`src/shared/dcc_defs.svh`:
```
// Register map, field positions, reset values and mode codes
`ifndef DCC_DEFS_SVH
`define DCC_DEFS_SVH

`define DCC_ADDR_W 4
`define DCC_DATA_W 8
`define DCC_NUM_CMP 2
`define DCC_NUM_PINS 6

`define DCC_OFF_CTRL 4'h0
`define DCC_OFF_IRQ 4'h1
`define DCC_OFF_PORT 4'h2

`define DCC_CTRL_OUT2_BIT 7
`define DCC_CTRL_OUT1_BIT 6
`define DCC_CTRL_INV2_BIT 5
`define DCC_CTRL_INV1_BIT 4
`define DCC_CTRL_SWITCH_BIT 3
`define DCC_CTRL_MODE_HI 2
`define DCC_CTRL_MODE_LO 0
`define DCC_CTRL_WR_MASK 8'h3f
`define DCC_CTRL_RESET 8'h00

`define DCC_IRQ_FLAG_BIT 0
`define DCC_IRQ_IE_BIT 1
`define DCC_IRQ_PIE_BIT 2
`define DCC_IRQ_GLOBAL_BIT 3
`define DCC_IRQ_RESET 8'h00

`define DCC_MODE_RESET 3'h0
`define DCC_MODE_ROUTE_A 3'h3
`define DCC_MODE_ROUTE_B 3'h5
`define DCC_MODE_VREF 3'h6
`define DCC_MODE_OFF 3'h7

`define DCC_MASK_ALL 6'h3f
`define DCC_MASK_ROUTED 6'h3c
`define DCC_MASK_VREF_PRI 6'h2a
`define DCC_MASK_VREF_ALT 6'h14
`define DCC_MASK_NONE 6'h00

`define DCC_SYNC_STAGES 2

`endif

```
`src/shared/dcc_pkg.sv`:
```
// Types shared by the comparator control logic
`include "dcc_defs.svh"
package dcc_pkg;
  typedef logic [`DCC_ADDR_W-1:0] dcc_addr_t;
  typedef logic [`DCC_DATA_W-1:0] dcc_data_t;
  typedef logic [`DCC_NUM_CMP-1:0] dcc_cmp_t;
  typedef logic [`DCC_NUM_PINS-1:0] dcc_pins_t;
  typedef logic [2:0] dcc_mode_t;

  typedef struct packed {
    logic [5:0] ctrl;
    dcc_cmp_t outs;
    dcc_cmp_t latch;
    logic flag;
    logic irq_en;
    logic periph_en;
    logic global_en;
    dcc_data_t rdata;
  } dcc_state_t;
endpackage

```
`src/shared/dcc_cmp_if.sv`:
```
// Raw and synchronised comparator decisions
`timescale 1ns/10ps
interface dcc_cmp_if;
  logic [1:0] raw;
  logic [1:0] synced;
  modport src (output raw, input synced);
  modport sync (input raw, output synced);
endinterface

```
`src/rtl/dcc_sync.sv`:
```
// Multi-stage synchroniser for the comparator decisions
`timescale 1ns/10ps
`include "dcc_defs.svh"
module dcc_sync #(
  parameter int STAGES = `DCC_SYNC_STAGES
) (
  input wire logic clk,
  input wire logic rstn,
  dcc_cmp_if.sync cmp
);
  import dcc_pkg::*;

  typedef struct packed {
    logic [STAGES-1:0][1:0] chain;
  } dcc_sync_st_t;

  dcc_sync_st_t st_q;
  dcc_sync_st_t st_d;

  generate
    if (STAGES < 2) begin : g_bad
      $error("dcc_sync needs at least two stages");
    end
  endgenerate

  // First stage feeds only the next stage
  always_comb begin
    st_d = st_q;
    st_d.chain[0] = cmp.raw;
    for (int i = 1; i < STAGES; i++) begin
      st_d.chain[i] = st_q.chain[i-1];
    end
  end

  always_ff @(posedge clk or negedge rstn) begin
    if (!rstn) begin
      st_q <= '0;
    end else begin
      st_q <= st_d;
    end
  end

  assign cmp.synced = st_q.chain[STAGES-1];
endmodule

```
`src/rtl/dcc_top.sv`:
```
// Control and status logic for a dual comparator
//
// Contract
// - Uninverted status bit is 1 when positive input exceeds negative.
// - Per-comparator invert bit reverses the reported output polarity.
// - Status bits 7:6 are read-only, ignore writes, reset to zero.
// - In mode 110 the switch bit picks alternate negative input pins.
// - Three-bit mode field selects one of eight operating modes.
// - Mode 110 routes the internal reference to both positive inputs.
// - Mode 111 powers both comparators off.
// - Reset clears control, mode 000 all analog, comparators off.
// - Flag sets when any output differs from its latched value.
// - Mismatch keeps setting flag; control access relatches outputs.
// - Writing 0 clears the flag, writing 1 sets it.
// - Request reaches core only with all three enables set.
// - A change coinciding with a control read may miss the flag.
// - Routed pins carry unsynchronised outputs, gated by direction bits.
// - Active comparator interrupt wakes from sleep, register kept.
// - Port reads give 0 for every pin in analog use.
//
// Implementation choices: the plain strobed port and the placing of the registers.
`timescale 1ns/10ps
`include "dcc_defs.svh"
module dcc_top #(
  parameter int SYNC_STAGES = `DCC_SYNC_STAGES
) (
  input wire logic clk,
  input wire logic rstn,
  input dcc_pkg::dcc_addr_t addr,
  input dcc_pkg::dcc_data_t wdata,
  input wire logic wr,
  input wire logic rd,
  output dcc_pkg::dcc_data_t rdata,
  input dcc_pkg::dcc_cmp_t cmp_decision,
  input dcc_pkg::dcc_cmp_t port_f_direction,
  input dcc_pkg::dcc_pins_t pin_level,
  input wire logic sleep_active,
  output dcc_pkg::dcc_mode_t comparator_mode_field,
  output dcc_pkg::dcc_cmp_t cmp_power_on,
  output logic vref_to_positive,
  output logic negative_input_switch,
  output dcc_pkg::dcc_cmp_t pin_out,
  output dcc_pkg::dcc_cmp_t pin_oe,
  output logic irq_request,
  output logic wake_request
);
  import dcc_pkg::*;

  dcc_state_t st_q;
  dcc_state_t st_d;

  dcc_cmp_if cmp_bus ();

  dcc_mode_t mode;
  dcc_cmp_t invert;
  dcc_cmp_t reported;
  dcc_cmp_t out_now;
  dcc_pins_t analog_mask;
  logic in_switch;
  logic powered;
  logic route_en;
  logic ctrl_hit;
  logic irq_hit;
  logic port_hit;
  logic ctrl_access;
  logic mismatch;
  logic set_event;

  generate
    if (SYNC_STAGES < 2) begin : g_bad
      $error("dcc_top needs at least two synchroniser stages");
    end
  endgenerate

  // Raw decisions enter through the synchroniser
  assign cmp_bus.raw = cmp_decision;

  dcc_sync #(
    .STAGES(SYNC_STAGES)
  ) u_sync (
    .clk(clk),
    .rstn(rstn),
    .cmp(cmp_bus)
  );

  // Field decode of the control register
  assign mode = st_q.ctrl[`DCC_CTRL_MODE_HI:`DCC_CTRL_MODE_LO];
  assign in_switch = st_q.ctrl[`DCC_CTRL_SWITCH_BIT];
  assign invert[0] = st_q.ctrl[`DCC_CTRL_INV1_BIT];
  assign invert[1] = st_q.ctrl[`DCC_CTRL_INV2_BIT];

  // Modes 000 and 111 keep the comparators unpowered
  assign powered = (mode != `DCC_MODE_RESET) &&
                   (mode != `DCC_MODE_OFF);

  assign route_en = (mode == `DCC_MODE_ROUTE_A) ||
                    (mode == `DCC_MODE_ROUTE_B);

  // Per-comparator polarity and pin routing
  genvar gi;
  generate
    for (gi = 0; gi < `DCC_NUM_CMP; gi++) begin : g_cmp
      // Positive above negative gives 1 unless inverted
      assign reported[gi] = cmp_bus.synced[gi] ^
                            invert[gi];
      assign out_now[gi] = powered & reported[gi];
      // Raw path on purpose: no synchroniser delay on the pin
      assign pin_out[gi] = route_en &
                           (cmp_decision[gi] ^ invert[gi]);
      assign pin_oe[gi] = route_en & ~port_f_direction[gi];
    end
  endgenerate

  // Pins in analog use per mode
  always_comb begin
    unique case (mode)
      3'h0: analog_mask = `DCC_MASK_ALL;
      3'h1: analog_mask = `DCC_MASK_ALL;
      3'h2: analog_mask = `DCC_MASK_ALL;
      3'h3: analog_mask = `DCC_MASK_ROUTED;
      3'h4: analog_mask = `DCC_MASK_ROUTED;
      3'h5: analog_mask = `DCC_MASK_ROUTED;
      3'h6: analog_mask = in_switch ? `DCC_MASK_VREF_ALT
                              : `DCC_MASK_VREF_PRI;
      3'h7: analog_mask = `DCC_MASK_NONE;
    endcase
  end

  // Address decode
  assign ctrl_hit = (addr == `DCC_OFF_CTRL);
  assign irq_hit = (addr == `DCC_OFF_IRQ);
  assign port_hit = (addr == `DCC_OFF_PORT);
  assign ctrl_access = (wr || rd) && ctrl_hit;

  assign mismatch = (out_now != st_q.latch);

  // Access cycle relatches and swallows any change in the same cycle
  assign set_event = mismatch && !ctrl_access;

  always_comb begin
    st_d = st_q;
    st_d.rdata = '0;
    st_d.outs = out_now;

    // Any control access ends the mismatch
    if (ctrl_access) begin
      st_d.latch = out_now;
    end

    if (wr && ctrl_hit) begin
      // Status bits stay out of reach of writes
      st_d.ctrl = 6'(wdata & `DCC_CTRL_WR_MASK);
    end

    if (wr && irq_hit) begin
      st_d.flag = wdata[`DCC_IRQ_FLAG_BIT];
      st_d.irq_en = wdata[`DCC_IRQ_IE_BIT];
      st_d.periph_en = wdata[`DCC_IRQ_PIE_BIT];
      st_d.global_en = wdata[`DCC_IRQ_GLOBAL_BIT];
    end

    // Hardware set beats a software clear
    if (set_event) begin
      st_d.flag = 1'b1;
    end

    if (rd) begin
      if (ctrl_hit) begin
        st_d.rdata = {st_q.outs[1], st_q.outs[0],
                      st_q.ctrl};
      end else if (irq_hit) begin
        st_d.rdata[`DCC_IRQ_FLAG_BIT] = st_q.flag;
        st_d.rdata[`DCC_IRQ_IE_BIT] = st_q.irq_en;
        st_d.rdata[`DCC_IRQ_PIE_BIT] = st_q.periph_en;
        st_d.rdata[`DCC_IRQ_GLOBAL_BIT] = st_q.global_en;
      end else if (port_hit) begin
        // Analog pins read low whatever their voltage
        st_d.rdata = {2'h0, pin_level & ~analog_mask};
      end
    end
  end

  // Sleep touches nothing here, so register contents survive it
  always_ff @(posedge clk or negedge rstn) begin
    if (!rstn) begin
      st_q <= '0;
    end else begin
      st_q <= st_d;
    end
  end

  assign rdata = st_q.rdata;
  assign comparator_mode_field = mode;
  assign cmp_power_on = {powered, powered};
  assign vref_to_positive = (mode == `DCC_MODE_VREF);
  assign negative_input_switch = (mode == `DCC_MODE_VREF) &&
                                 in_switch;

  // Flag sets regardless, request needs all three enables
  assign irq_request = st_q.flag && st_q.irq_en &&
                       st_q.periph_en && st_q.global_en;
  assign wake_request = sleep_active && irq_request;
endmodule

```
`config.mk`:
```
export PLATFORM = sky130hd
export DESIGN_NAME = dcc_top
export DESIGN_NICKNAME = d
export VERILOG_FILES = /design/src/shared/dcc_pkg.sv /design/src/shared/dcc_cmp_if.sv /design/src/rtl/dcc_sync.sv /design/src/rtl/dcc_top.sv
export VERILOG_INCLUDE_DIRS = /design/src /design/src/shared
export SDC_FILE = /design/constraint.sdc
export NUM_CORES = 1
export LEC_CHECK = 0
export ABC_AREA = 1
export BUFFER_PORTS_ARGS = -buffer_cell sky130_fd_sc_hd__buf_4
export CAP_MARGIN = 10
export CORE_AREA = 2 2 58 60
export DETAILED_ROUTE_END_ITERATION = 12
export DIE_AREA = 0 0 60 62
export PLACE_DENSITY = 0.72
export SYNTH_ARGS = -nofsm -noshare
export SYNTH_HDL_FRONTEND = slang
export SYNTH_SLANG_ARGS = --single-unit
```
`constraint.sdc`:
```
create_clock -name clk -period 2.9 [get_ports clk]
set_input_delay 0.435 -clock clk [delete_from_list [all_inputs] [get_ports clk]]
set_output_delay 0.435 -clock clk [all_outputs]
set_load 0.005 [all_outputs]
```
# [Word level (Yosys, flattened, before mapping)]
# Cells that the tools add are included.
[op_classes] eq_ne=11 muxes=9 reduce_logical=19 bitwise=14
[ops] op="$pmux 6 s4" n=1
[ops] op="$mux 8" n=2
[ops] op="$eq 3x3->1 const B" n=4
[ops] op="$mux 4" n=3
[ops] op="$mux 6" n=2
[ops] op="$logic_and 1x1->1" n=10
[ops] op="$and 1x1->1" n=6
[ops] op="$and 6x6->6" n=1
[ops] op="$eq 3x2->1 const B" n=2
[ops] op="$not 6->6" n=1
[ops] op="$reduce_or 3->1" n=2
[ops] op="$eq 4x1->1 const B" n=1
[ops] op="$eq 4x2->1 const B" n=1
[ops] op="$logic_not 4->1" n=1
[ops] op="$xor 1x1->1" n=4
[ops] op="$eq 3x1->1 const B" n=1
[ops] op="$logic_not 3->1" n=1
[ops] op="$ne 3x3->1 const B" n=1
[ops] op="$reduce_bool 3->1" n=1
[ops] op="$logic_or 1x1->1" n=2
[ops] op="$ne 2x2->1" n=1
[ops] op="$not 1->1" n=2
[ops] op="$reduce_bool 2->1" n=1
[ops] op="$logic_not 1->1" n=1
[ops] op="$mux 1" n=1
[totals] out_inout_bits=21 register_bits=26 input_bits=27 word_cells=63

# [Longest topological paths before layout]
[logic_depth] ltp_word=9 depth_mapped=9 mapped_depth_nobuf=9

# [Hierarchy]
# From an unflattened synthesis, not the netlist that was laid out.
[unflattened] hier_cells=156 area_unflattened_um2=1336.3
[by_module_without_submodules] module="dcc_top" seq_area_each_um2=550.5 cells_each=152 n_inst=1 area_each_um2=1236.2
[by_module_without_submodules] module="dcc_sync" seq_area_each_um2=100.1 cells_each=4 n_inst=1 area_each_um2=100.1

# [Worst setup path before layout]
# No wires, ideal clock.
[synth_timing] kind="register -> output" start="reg st_q (netlist bit comparator_mode_field[1])" end="out pin_oe[0]" arrival_time_ns=0.944 path_buffers=0 required_time_ns=2.465 path_slack_ns=1.521 path_stages_with_launch=5 cell_sequence="dfrtp_1 -> nand2_4 -> nand2_2 -> o21bai_1 -> nor2_1"
[synth_between] elab_chain_len=3 elab_cells_between_ends=4 cone_classes="eq/ne (2); bitwise (1); reduce/logical (1)"
[synth_rtl] element="from (decl)" line_no="dcc_top.sv:49" rtl="dcc_state_t st_q;"
[synth_rtl] element="from (signal assigned)" line_no="dcc_top.sv:188" rtl="st_q <= st_d;"
[synth_rtl] element="$eq 3x2->1 / $eq 3x3->1 (equally long branches)"
[synth_rtl] element="$logic_or 1x1->1 (*)" line_no="dcc_top.sv:96" rtl="assign route_en = (mode == `DCC_MODE_ROUTE_A) ||"
[synth_rtl] element="$and 1x1->1 (*)" line_no="dcc_top.sv:110" rtl="assign pin_oe[gi] = route_en & ~port_f_direction[gi];"
[synth_rtl] element="to (decl)" line_no="dcc_top.sv:43" rtl="output dcc_pkg::dcc_cmp_t pin_oe,"
# Every way passes the cells marked *; elsewhere a longest branch is shown, timed or not.

# [Worst setup path after layout]
[layout_timing] start="reg st_q (netlist bit comparator_mode_field[1])" end="out pin_out[1]"
[layout_between] elab_chain_len=3 elab_cells_between_ends=4 cone_classes="eq/ne (2); bitwise (1); reduce/logical (1)"
[layout_rtl] element="$eq 3x2->1 / $eq 3x3->1 (equally long branches)"
[layout_rtl] element="$logic_or 1x1->1 (*)" line_no="dcc_top.sv:96"
[layout_rtl] element="$and 1x1->1 (*)" line_no="dcc_top.sv:108" rtl="assign pin_out[gi] = route_en &"
[layout_rtl] element="to (decl)" line_no="dcc_top.sv:42" rtl="output dcc_pkg::dcc_cmp_t pin_out,"
# Marks and branches as above.

==> metrics.md <==
| Metric | Value |
|---|---|
| Slew @ Worst Pin | 0.3752 ns |
| Endpoints failing setup | 0 |
| CTS tree | done |
| Worst r2r path cells | 9 |
| Worst path bufs/invs | 1 |
| Final Slew Violations | 0 |
| Worst hold-check path type | in2reg |
| Unrepaired setup endpoints after global routing | no |
| Final TNS setup | 0 ns |
| Startpoint Class | flip-flop |
| Initial Utilization | 42.27% |
| Worst Hold Depth | 1 |
| H-tree lvl count | 1 |
| Synth Area per Inst | 8.726 um^2 |
| Seq/Total Area, Yosys | 48.42% |
| Period utilization | 68.18% |
| Post-synthesis cell count | 154 |
| Die Ht | 62 um |
| Max-cap violations | 0 |
| DR DRC count | 0 |
| Total Power | 0.8853 mW |
| Share of cells above drive strength 1 | 36.84% |
| Dpl hpwl | 2.148 mm |
| Worst-path cell chain | nand2_4, nand2_2, o21bai_1, nor2_1, buf_4 |
| WP data arrival | 1.54 ns |
| VDD IR max | 0.0002162 V |
| Site row count | 21 |
| Crit Path Class | reg2out |
| Vias in the first global route | 1016 |
| Worst path depth | 5 |
| Vias per inst | 4.661 |
| Mapped Nets | 181 |
| Post-Synthesis Cell Area | 1344 um^2 |
| Slowest stage delay, CP | 0.50 ns |
| Initial antenna violation count | 0 |
| Routed vias | 1100 |
| Clock transition at path regs | 0.14 ns |
| Fin crit period | 1.977 ns |
| GRT Total Usage | 14.65% |
| CP max stage cell | dfrtp_1 |
| DRT Wirelength | 2.683 mm |
| Slew headroom | 74.93% |
| Synth cell types | 26 |
| Outcome | finished, final reports clean |
| DRT antenna net count | 0 |
| Layout net count | 218 |
| Area grow syn2layout | 24.77% |
| Fmax | 505.8 MHz |
| I/O pin cnt | 48 |
| Most frequent cells in the layout | buf_4 (45), nand2_1 (35), dfrtp_1 (26), inv_1 (13), nor2_1 (10) |
| Clock Tree Buf Depth | 2 |
| Die Footprint | 3720 um^2 |
| Die X | 60 um |
| Number of diodes | 0 |
| Post-CTS Setup Repair Bufs | 0 |
| Largest net degree at the start of global routing | 27 |
| Crit path required time | 2.47 ns |
| Clock Tree Root | clkbuf_4 |
| Grt total ovfl | 0 |
| Lkg Pwr | 0.8875 nW |
| PostCTS Resize Cnt | 0 |
| Worst skew pair latency | 0.32 ns |
| Cts bufs inserted | 3 |
| Element type at the critical path end | output port |
| Clock sinks | 26 |
| Synthesis Warnings | 0 |
| Initial DRC Count | 34 |
| Commonest non-fill, non-tap cell in the layout | buf_4 |
| Router iterations before antenna repair | 4 |
| Yosys reg bits | 26 |
| Gpl congestion | 0.7892 |
| Core area | 3179 um^2 |
| Worst clock skew | 0.01205 ns |
| Cell family with most CP delay | flip-flops |
| IO Port Bufs | 45 |
| First-pass GRT wire length | 4.174 mm |
| Hold Violations, Final | 0 |
| Pwr/cell area | 528.0 nW/um^2 |
| Worst Path Max Fanout | 7 |
| Wirelength per Cell | 11.37 um |
| Layout fillers | 274 |
-- worst paths after layout --
check,slack (ns),start,endpoint
hold / removal,0.24,cmp_decision[0],u_sync.st_d[2]$_DFF_PN0_
setup / recovery,0.92,comparator_mode_field[1]$_DFFE_PN0P_,pin_out[1]
setup reg to reg,1.63,comparator_mode_field[2]$_DFFE_PN0P_,st_q[11]$_DFFE_PN0P_
min in group asynchronous,0.54,rstn,rdata[2]$_DFF_PN0_
hold reg to reg,0.37,u_sync.st_d[3]$_DFF_PN0_,u_sync.cmp.synced[1]$_DFF_PN0_
max in group asynchronous,2.12,rstn,u_sync.st_d[3]$_DFF_PN0_
-- synthesized netlist by cell type --
cell | number | area, um^2
nor2_2 | 4 | 25.02
nor2_8 | 1 | 20.02
inv_2 | 4 | 15.01
xnor2_1 | 2 | 17.52
dfrtp_1 | 26 | 650.6
nor3_2 | 1 | 10.01
buf_6 | 1 | 11.26
nand4_1 | 1 | 6.260
o21bai_1 | 1 | 7.510
nor2_1 | 10 | 37.54
inv_1 | 13 | 48.80
nand2_2 | 5 | 31.28
a21o_2 | 1 | 8.760
a21oi_1 | 4 | 20.02
nand2_4 | 3 | 33.78
o21ai_0 | 5 | 25.02
or2_1 | 1 | 6.260
nand3_1 | 6 | 30.03
xor2_1 | 2 | 17.52
buf_4 | 13 | 97.59
o21ai_1 | 8 | 40.04
nor3b_1 | 1 | 7.510
nor2_4 | 1 | 11.26
a31oi_1 | 4 | 25.02
o21ai_2 | 1 | 8.760
nand2_1 | 35 | 131.4
-- registers in the layout (all words and copies together) (netlist names) --
signal	flops
invert	2
in_switch	1
comparator_mode_field	3
u_sync.cmp.synced	2
st_q	8
u_sync.st_d	2
rdata	8
-- per-stage QoR --
stage                     hold WS [ns]  cells  instance area (um^2)  setup slack [ns]  utilization (%)
after global placement          0.3329    231                  1630             1.316            51.28
after CTS                       0.2326    236                  1677            0.9104            52.74
after floorplan                 0.1394    154                  1344             1.521                -
after detailed placement        0.3411    231                  1630             1.282            51.28
after global routing            0.2160    236                  1677            0.8043            52.74
final                           0.2421    236                  1677            0.9229            52.74
-- logic make-up after synthesis --
logic type      after synthesis  synth area share, %
compound gates               24                10.06
flops                        26                48.42
simple gates                 69                26.07
buf+inv                      31                12.85
xor+xnor                      4                2.608
-- layer usage --
| layer | GRT usage, % | share of wire, % |
|---|---|---|
| met1 | 16.56 | 42 |
| met2 | 28.26 | 52 |
| met3 | 2.692 | 4.7 |
| met4 | 3.810 | 0.71 |
| met5 | 0 | 0 |
-- worst register-to-register path, stage by stage, from the launching register on --
cell     delay [ns]
dfrtp_1        0.54
nand2_4        0.11
nand2_2        0.11
nand2_4        0.08
nand2_2        0.08
nand2_1        0.05
nand2_1        0.05
nand2_1        0.05
nand2_1        0.06
nand2_1        0.05
-- power by group --
group / internal (mW) / switching (mW) / leakage [nW]
Sequential: 0.410 / 0.0534 / 0.333
Clock: 0.0766 / 0.102 / 0.0210
Combinational: 0.119 / 0.124 / 0.533
-- area by class of cell --
| cell class | instances | area, um^2 | area share (%) |
|---|---|---|---|
| well taps | 46 | 57.56 | 3.433 |
| inverters | 17 | 63.81 | 3.806 |
| flip-flops and latches | 26 | 650.6 | 38.81 |
| repair buffers | 46 | 347.8 | 20.75 |
| clock buffers | 4 | 36.28 | 2.164 |
| multi-input cells | 97 | 520.5 | 31.04 |
-- what timing repair did --
action                     in CTS  in global routing
hold buffers                    1                  0
setup endpoints to repair       0                  0
hold endpoints to repair        1                  0
No activity file was read; power rests on OpenSTA's default activity.
